<file path="src/verilog/lss_consts.vh">
`ifndef LSS_CONSTS_VH
`define LSS_CONSTS_VH

// Register map (offset 0x37 is not a multiple of four: index, byte address = 4 x index)
`define LSS_BACKUP_SUPPLY_CONTROL_IDX 8'h37
`define LSS_BACKUP_SUPPLY_CONTROL_ADDR 12'h0dc
`define LSS_STATUS_IDX 8'h38
`define LSS_STATUS_ADDR 12'h0e0
`define LSS_CLOCK_SELECT_IDX 8'h39
`define LSS_CLOCK_SELECT_ADDR 12'h0e4

// Field positions and reset values
`define LSS_BYPASS_FLAG_BIT 0
`define LSS_CTRL_RESERVED 3'h7
`define LSS_CTRL_RESET 1'h0
`define LSS_REG_WIDTH 4

// Status bit positions
`define LSS_ST_SWITCH_BIT 0
`define LSS_ST_FORCED_BIT 1
`define LSS_ST_DONE_BIT 2

// Forced bypass hold time after oscillation start
`define LSS_HOLD_MS 500
`define LSS_CLK_MHZ 100
`define LSS_HOLD_CYCLES (`LSS_HOLD_MS * 1000 * `LSS_CLK_MHZ)

`endif

</file>
<file path="src/verilog/lss_hold_timer.v">
`timescale 1ns/1ps
`include "lss_consts.vh"

// Counts the forced-bypass interval from oscillation start
module lss_hold_timer #(
	parameter integer HOLD_CYCLES = `LSS_HOLD_CYCLES,
	parameter integer CW = 26
) (
	input wire clk_in,
	input wire srst_in,
	input wire start_in,
	output reg done_out
);
	reg [CW-1:0] count;
	reg running;

	// Starts only after reset, at oscillation start, and stops when done
	always @(posedge clk_in) begin
		if (srst_in) begin
			count <= {CW{1'b0}};
			running <= 1'b0;
			done_out <= 1'b0;
		end else if (!done_out) begin
			if (!running && start_in) begin
				running <= 1'b1;
				count <= {CW{1'b0}};
			end else if (running) begin
				if (count == HOLD_CYCLES[CW-1:0] - {{(CW-1){1'b0}}, 1'b1}) begin
					done_out <= 1'b1;
					running <= 1'b0;
				end else begin
					count <= count + {{(CW-1){1'b0}}, 1'b1};
				end
			end
		end
	end
endmodule

</file>
<file path="src/verilog/lss_logic_supply_switch.v">
// Added by the designer: register access over APB.
`timescale 1ns/1ps
`include "lss_consts.vh"

// Summary of operation
// - Switch closes if fast RC clock selected, reset active, or flag set.
// - RC clock selection or reset forces rail onto negative supply.
// - With crystal clock, flag 1 bypasses regulator; flag 0 restores regulation.
// - Reset clears flag; bypass still forced 0.5 s after oscillation start.
// - A 4-bit read/write control register holds the bypass flag.
// - Flag in bit 0; 0 regulated and initial, 1 bypassed.
module lss_logic_supply_switch #(
	parameter integer HOLD_CYCLES = `LSS_HOLD_CYCLES
) (
	// Clock and reset
	input wire CLK_IN,
	input wire SRST_IN,
	// APB slave
	input wire PSEL_IN,
	input wire PENABLE_IN,
	input wire PWRITE_IN,
	input wire [11:0] PADDR_IN,
	input wire [31:0] PWDATA_IN,
	output wire PREADY_OUT,
	output wire PSLVERR_OUT,
	output reg [31:0] PRDATA_OUT,
	// Oscillator status
	input wire OSC_STARTED_IN,
	// Analog side
	output reg SUPPLY_BYPASS_SWITCH_OUT
);
	// Register map, one word each, data in the low bits:
	//  control - bit 0 bypass flag, bits 3:1 reserved and read as one
	//  status  - bit 0 switch, bit 1 forced, bit 2 hold done
	//  clock   - bit 0 selects the fast RC clock
	// Hazard: the switch lags its causes by one edge
	// Limitation: the hold timer runs once per reset

	// Register select codes
	localparam [1:0] SEL_CTRL = 2'h0;
	localparam [1:0] SEL_STATUS = 2'h1;
	localparam [1:0] SEL_CLOCK = 2'h2;
	localparam [1:0] SEL_NONE = 2'h3;

	// Control state
	reg bypass_request_flag;
	reg fast_rc_clock_select;
	reg next_flag;
	reg next_clock_select;

	// Bypass decision
	wire hold_done;
	wire forced;
	wire next_switch;

	// Bus decode
	wire apb_setup;
	wire apb_access;
	wire [1:0] reg_sel;
	wire addr_ok;
	wire ctrl_wr;
	wire clock_wr;
	wire read_load;

	// Read path
	wire [3:0] ctrl_view;
	reg [2:0] status_view;
	reg [31:0] next_rdata;

	// Byte address to register select; one decoder for all bus paths
	function [1:0] lss_decode;
		input [11:0] addr;
		begin
			case (addr)
				`LSS_BACKUP_SUPPLY_CONTROL_ADDR: begin
					lss_decode = SEL_CTRL;
				end
				`LSS_STATUS_ADDR: begin
					lss_decode = SEL_STATUS;
				end
				`LSS_CLOCK_SELECT_ADDR: begin
					lss_decode = SEL_CLOCK;
				end
				default: begin
					lss_decode = SEL_NONE;
				end
			endcase
		end
	endfunction

	// Nibble to bus word, upper bits zero
	function [31:0] lss_word;
		input [3:0] nib;
		begin
			lss_word = {28'h0000000, nib};
		end
	endfunction

	// Half-second timer; runs once per reset, from oscillation start
	lss_hold_timer #(
		.HOLD_CYCLES(HOLD_CYCLES)
	) u_timer (
		.clk_in(CLK_IN),
		.srst_in(SRST_IN),
		.start_in(OSC_STARTED_IN),
		.done_out(hold_done)
	);

	// Forced conditions override the flag
	assign forced = fast_rc_clock_select | SRST_IN | !hold_done;
	// Flag only matters once nothing forces the bypass
	assign next_switch = forced | bypass_request_flag;

	// Switch output registered to keep it glitch-free toward the analog switch
	always @(posedge CLK_IN) begin
		if (SRST_IN) begin
			SUPPLY_BYPASS_SWITCH_OUT <= 1'b1;
		end else begin
			SUPPLY_BYPASS_SWITCH_OUT <= next_switch;
		end
	end

	// Bus phases; zero wait states, so access is the taking edge
	assign apb_setup = PSEL_IN & !PENABLE_IN;
	assign apb_access = PSEL_IN & PENABLE_IN;
	assign reg_sel = lss_decode(PADDR_IN);
	assign addr_ok = (reg_sel != SEL_NONE);

	// Handshake outputs; unmapped addresses answer with an error
	assign PREADY_OUT = 1'b1;
	assign PSLVERR_OUT = apb_access & !addr_ok;

	// Write strobes; status is read-only, so writes there are dropped
	assign ctrl_wr = apb_access & PWRITE_IN & (reg_sel == SEL_CTRL);
	assign clock_wr = apb_access & PWRITE_IN & (reg_sel == SEL_CLOCK);

	// Next flag value; reserved control bits ignore writes
	always @* begin
		next_flag = bypass_request_flag;
		if (ctrl_wr) begin
			next_flag = PWDATA_IN[`LSS_BYPASS_FLAG_BIT];
		end
	end

	// Next clock select value
	always @* begin
		next_clock_select = fast_rc_clock_select;
		if (clock_wr) begin
			next_clock_select = PWDATA_IN[0];
		end
	end

	// Flag register; reset clears it, timer still forces the bypass
	always @(posedge CLK_IN) begin
		if (SRST_IN) begin
			bypass_request_flag <= `LSS_CTRL_RESET;
		end else begin
			bypass_request_flag <= next_flag;
		end
	end

	// Clock select register; reset returns to the crystal clock
	always @(posedge CLK_IN) begin
		if (SRST_IN) begin
			fast_rc_clock_select <= 1'b0;
		end else begin
			fast_rc_clock_select <= next_clock_select;
		end
	end

	// Control view; reserved bits read as one
	assign ctrl_view = {`LSS_CTRL_RESERVED, bypass_request_flag};

	// Status view, placed by the field positions
	always @* begin
		status_view = 3'h0;
		status_view[`LSS_ST_SWITCH_BIT] = SUPPLY_BYPASS_SWITCH_OUT;
		status_view[`LSS_ST_FORCED_BIT] = forced;
		status_view[`LSS_ST_DONE_BIT] = hold_done;
	end

	// Read mux; unmapped addresses read as zero
	always @* begin
		next_rdata = 32'h0000_0000;
		case (reg_sel)
			SEL_CTRL: begin
				next_rdata = lss_word(ctrl_view);
			end
			SEL_STATUS: begin
				next_rdata = lss_word({1'b0, status_view});
			end
			SEL_CLOCK: begin
				next_rdata = lss_word({3'h0, fast_rc_clock_select});
			end
			default: begin
				next_rdata = 32'h0000_0000;
			end
		endcase
	end

	// Load in the setup cycle, so data stands through the access phase
	assign read_load = apb_setup & !PWRITE_IN;

	// Read data flop; holds until the next read setup
	always @(posedge CLK_IN) begin
		if (SRST_IN) begin
			PRDATA_OUT <= 32'h0000_0000;
		end else if (read_load) begin
			PRDATA_OUT <= next_rdata;
		end
	end
endmodule

</file>
<file path="config.mk">
export PLATFORM = sky130hd
export DESIGN_NAME = lss_logic_supply_switch
export DESIGN_NICKNAME = d
export VERILOG_FILES = /design/src/verilog/lss_hold_timer.v /design/src/verilog/lss_logic_supply_switch.v
export VERILOG_INCLUDE_DIRS = /design/src /design/src/verilog
export SDC_FILE = /design/constraint.sdc
export NUM_CORES = 1
export LEC_CHECK = 0
export BUFFER_PORTS_ARGS = -buffer_cell sky130_fd_sc_hd__buf_2
export CORE_AREA = 4 4 71 73
export CTS_CLUSTER_DIAMETER = 80
export DETAILED_ROUTE_END_ITERATION = 10
export DIE_AREA = 0 0 75 77
export GPL_TIMING_DRIVEN = 0
export PLACE_DENSITY_LB_ADDON = 0.3
export REMOVE_ABC_BUFFERS = 1
export SYNTH_ARGS = -nofsm -noshare
export SYNTH_HDL_FRONTEND = slang
export SYNTH_SLANG_ARGS = --single-unit
</file>
<file path="constraint.sdc">
create_clock -name CLK_IN -period 1.9 [get_ports CLK_IN]
set_input_delay 0.095 -clock CLK_IN [delete_from_list [all_inputs] [get_ports CLK_IN]]
set_output_delay 0.095 -clock CLK_IN [all_outputs]
set_load 0.05 [all_outputs]
</file>
# Word-level counts from Yosys, hierarchy flattened
# Cells that the tools add are included.
[word_totals]
register_bits = 63
output_inout_bits = 35
word_cells = 48
[classes]
addsub = 1
eq_ne = 8
muxes = 12
n_bitwise = 11
n_reduce_logical = 9
[op_table]
columns = ["operator", "n"]
rows = [
  ["$mux 26", 3],
  ["$eq 12x8->1 const B", 3],
  ["$add 26x1->26 const B", 1],
  ["$eq 26x26->1 const B", 1],
  ["$pmux 4 s3", 1],
  ["$and 1x1->1", 7],
  ["$mux 1", 7],
  ["$pmux 2 s3", 1],
  ["$logic_not 1->1", 5],
  ["$or 1x1->1", 3],
  ["$reduce_and 3->1", 1],
  ["$eq 2x1->1 const B", 1],
  ["$eq 2x2->1 const B", 1],
  ["$logic_not 2->1", 1],
  ["$ne 2x1->1 const B", 1],
  ["$ne 2x2->1 const B", 1],
  ["$reduce_bool 2->1", 1],
  ["$logic_and 1x1->1", 1],
  ["$not 1->1", 1],
]

# Depth between registers and ports, before layout
[depth]
word_depth = 5
depth_mapped = 8
mapped_depth_nobuf = 6

# Modules after synthesis
# Synthesis repeated with hierarchy kept, for this count alone.
[hier_totals]
hier_cells = 276
area_unflattened_um2 = 2243.4
[modules_own_cells]
columns = ["module", "instances", "cells_each", "area_per_inst_um2", "seq_area_each_um2"]
rows = [
  ["lss_hold_timer", 1, 200, 1615.3, 560.5],
  ["lss_logic_supply_switch", 1, 76, 628.1, 140.1],
]

# Least setup slack after synthesis
# No wires, ideal clock.
[synth_timing]
path_kind = "reg2reg"
from = "register u_timer.count[19]"
to = "register u_timer.count[13]"
setup_time_ps = 69
t_arrival_ps = 1656
slack_ps = 175
stages_incl_launch_ff = 8
period_less_slack_ps = 1725
path_cell_list = "dfxtp_1 -> nor4bb_1 -> nand4_1 -> o41ai_2 -> buf_6 -> buf_12 -> o21ai_1 -> a21oi_2"
[synth_between]
elab_chain_len = 3
[synth_lines]
columns = ["item", "line", "rtl"]
rows = [
  ["start, declared", "lss_hold_timer.v:14", "reg [CW-1:0] count;"],
  ["start signal, assigned", "lss_hold_timer.v:20", "count <= {CW{1'b0}};"],
  ["start signal, assigned", "lss_hold_timer.v:26", "count <= {CW{1'b0}};"],
  ["start signal, assigned", "lss_hold_timer.v:32", "count <= count + {{(CW-1){1'b0}}, 1'b1};"],
  ["$eq 26x26->1", "lss_hold_timer.v:28", "if (count == HOLD_CYCLES[CW-1:0] - {{(CW-1){1'b0}}, 1'b1}) begin"],
  ["$ne 2x1->1 (no line)", "-", ""],
  ["$reduce_and 3->1 (no line)", "-", ""],
]
# Every way passes these cells.
# A chain may end at the register's enable or synchronous reset.

# Worst setup path in the final report
[layout_timing]
from = "register u_timer.count[0]"
to = "register u_timer.count[3]"
[layout_between]
elab_chain_len = 4
word_cells_on_any_way = 7
cone_classes = "add/sub: 1; eq/ne: 2; mux: 3; reduce/logical: 1"
[layout_lines]
columns = ["item", "line", "rtl"]
rows = [
  ["$add 26x1->26", "lss_hold_timer.v:32", ""],
  ["$mux 26", "lss_hold_timer.v:28", ""],
  ["$mux 26", "lss_hold_timer.v:27", "end else if (running) begin"],
  ["$mux 26", "lss_hold_timer.v:24", "if (!running && start_in) begin"],
]
# Several ways; a longest one is shown, not always the timed one. The select of a mux whose other input is x is not followed.

==> key figures <==
Power
  • Clock Power Share: 35.5%
  • Sw Pwr: approximately 0.44 mW
  • Maximum VDD drop: about 0.0004 V
  • Logic pwr share: 15.0%
  • Power density cells: 680.7 nW/µm²
  • Pwr Total: 1.508 mW
  • Share of total power in sequential cells: 49.4%
  • Leak: 0.7931 nW
  • Internal Power: 1.063 mW
  • Switching Share: just under 30%

Global route
  • Grt total ovfl: 0
  • Largest net degree at the start of global routing: 25
  • Global-route wire length before repair: 6341 µm
  • Number of global-route vias before repair: 1470
  • Total track usage: between 10% and 20%
  • Initial antenna violation count: 0

Detailed routing
  • Vias post-DR: 1638
  • First-pass detailed-route iteration total: 4
  • Initial DRC Count: 92
  • DRC: 0
  • Vias per cell: 5.103
  • Wire length per cell: around 12 µm
  • Post-route ant nets: 0
  • Routed WL: 3900 µm

Min path
  • Worst Hold Launch: PWDATA_IN[0]
  • Hold EP: fast_rc_clock_select
  • Hold crit path type: in -> reg
  • Worst hold stages: 3

Timing
  • Relative slew slack: between 40 and 50%
  • Tmin final: 1802 ps
  • FMAX: 0.5549 GHz
  • Final Hold Fails: 0
  • Clock Skew: 4.199 ps
  • Hold WS: 51.31 ps
  • Max-slew violations: 0
  • Worst Tran Pin Value: 893.7 ps
  • # setup viols final: 0
  • Final Cycle Share: 94.85%
  • Final worst-path setup slack: 97.84 ps
  • Setup TNS: 0 ps

Clock network
  • CTS tree: built
  • Reg clk slew, reported paths: 70 ps
  • CTS Root Cell: clkbuf_8
  • Skew-Pair Late Insertion Delay: 280 ps
  • # clock sinks: 35
  • CTS Buf Count: 5
  • Cts hold-fix bufs: 0
  • Max Buffers Root-to-Sink: 2
  • # H-tree levels: 2

Final layout
  • Sequential Area: roughly 700 µm²
  • Layout Nets: 320
  • Non-Filler Instances: 321
  • Final core occ: 50.89%
  • Area Overhead vs Synth: 10.97%
  • Finished Cell Area: approximately 2200 µm²
  • Diodes inserted: 0
  • Fillers: 401
  • Area of the multi-input gates: 1152 µm²
  • Layout cells sized above 1: 24.91%

Critical path
  • Crit path max-delay family: compound AO/OA/AOI/OAI gates
  • Startpoint types: register
  • Worst R2R Setup Slack: 100 ps
  • Reg-to-reg startpoint: u_timer.count[0]
  • Max incr delay on CP: approximately 450 ps
  • Largest fanout on the critical path: 5
  • CP Data Arrival Time: 1940 ps
  • Worst-path cell chain: ha_2, and2_4, nand2_2, o41ai_4, buf_2, or3_1, a21oi_2
  • Reg2Reg Depth: 7
  • CP Buf/Inv Count: 1
  • CP max stage cell: o41ai_4
  • Setup crit end kind: register
  • CP Data Required Time: 2030 ps
  • Critical R2R Capture: u_timer.count[3]
  • CP Class: reg -> reg

Floorplanning
  • Core box area: ~4400 µm²
  • Initial Util: 45.86%
  • Vert. Die Dim: 77 µm
  • Chip Width: 75 µm
  • Die Area: 5775 µm²
  • FP Rows: 24
  • # IOs: 85

Logic synthesis
  • Sequential area share after synthesis: 35.09%
  • Synth warnings: 0
  • Unique cell type count in the Yosys netlist: between 40 and 50
  • Asr flop ratio synth: 0%
  • Post-synth EDFFs: 0
  • Syn avg cell area: between 8 and 9 µm²
  • Yosys top cell by area: dfxtp_1
  • Area of the mapped netlist: 1997 µm²
  • Seq cells post-synth: 35
  • Top flip-flop cell by instance count after synthesis: dfxtp_1
  • Main area contributors after synthesis: dfxtp_1, buf_4, xnor2_1, nor2_1, nand2_1
  • Yosys top cell area share: 35.09%
  • Cell count after synthesis: 241

Placed design
  • Cells after DPL: about 300
  • Routability Congestion: 0.7694
  • HPWL Detailed: 2796 µm
  • Place WS: -279.6 ps
  • Dpl cell area: between 2000 and 2500 µm²
  • # port buffers: 24

Status
  • Outcome: complete, no violations

Job
  • Max Cap Viol: 0
[power by group through the flow]
stage | logic (mW) | clock network (mW) | registers, mW
floorplan | 0.170 | 0 | 0.763
global placement | 0.211 | 0 | 0.761
detailed placement | 0.217 | 0 | 0.761
CTS | 0.220 | 0.551 | 0.744
global route | 0.243 | 0.578 | 0.746
finish | 0.227 | 0.536 | 0.745
[worst max-delay path by stage]
| stage | startpoint | to | slack, ps | depth (start not counted) |
|---|---|---|---|---|
| after CTS | u_timer.count[0] | u_timer.count[11] | 10 | 7 |
| final | u_timer.count[0] | u_timer.count[3] | 100 | 7 |
| after floorplan | u_timer.count[19] | u_timer.count[11] | -350 | 5 |
| after global routing | u_timer.count[19] | u_timer.count[3] | -30 | 6 |
| after global placement | u_timer.count[19] | u_timer.count[11] | -930 | 5 |
| after detailed placement | u_timer.count[19] | u_timer.count[2] | -280 | 6 |
[placed cells by master (no fill, tap or decap), types with 10 or more instances in the layout]
master	instances
conb_1	29
nor3_1	10
dfxtp_1	27
nor2_1	23
a21oi_1	11
buf_2	25
xnor2_1	13
nand2_1	19
or3_1	10
[timing repair]
item / CTS / global route
gates resized for setup: 5 / 17
buffers inserted: 2 / 1
pin swaps: 2 / 1
endpoints found under the setup margin: 12 / 18
cloned: 0 / 2
[sequential cells by signal, indices dropped and copies added, names as in the netlist]
register and flops:
bypass_request_flag 1, fast_rc_clock_select 1, u_timer.count 26, PRDATA_OUT 4, u_timer.running 1, SUPPLY_BYPASS_SWITCH_OUT 1
u_timer.done_out 1
[tightest hold or removal path, stage by stage]
cell,delay [ps]
buf_2,90
mux2i_1,50
nor2_1,70
[layer usage]
metal	vias up	GRT usage, %	wire, µm
met4	0	5.338	55
met3	7	3.137	271
li1	849	-	-
met5	-	0	0
met2	51	22.21	1855
met1	731	17.36	1718
[synthesized netlist by cell type, types with 2 or more instances]
master	number
a21oi_1	11
a21oi_2	6
and2_1	3
and3_1	2
and4_1	2
buf_4	29
buf_6	2
clkbuf_1	2
conb_1	2
dfxtp_1	35
inv_1	9
mux2i_1	2
nand2_1	20
nand3_1	9
nand4_1	6
nor2_1	23
nor3_1	10
nor3b_1	2
nor4_1	5
nor4_2	2
nor4bb_1	2
o21ai_0	3
o21ai_1	6
o21bai_1	2
o31ai_1	2
or3_1	11
or4_1	2
xnor2_1	13
[cells by family after synthesis]
group | share of synthesized area, %
mux | 1.003
xor+xnor | 5.702
simple gates | 28.76
fa+ha+maj | 0.6265
flops | 35.09
compound gates | 12.91
buf+inv | 15.54
other cells | 0.3761
[cell type report]
type	instances	area share, %
multi-input combinational	188	52.00
inverter	9	1.525
clock buffer	6	3.727
clock inverter	1	0.2259
timing repair buffer	30	7.510
sequential	35	32.07
tap	52	2.936
Power figures use the tool's default switching activity.
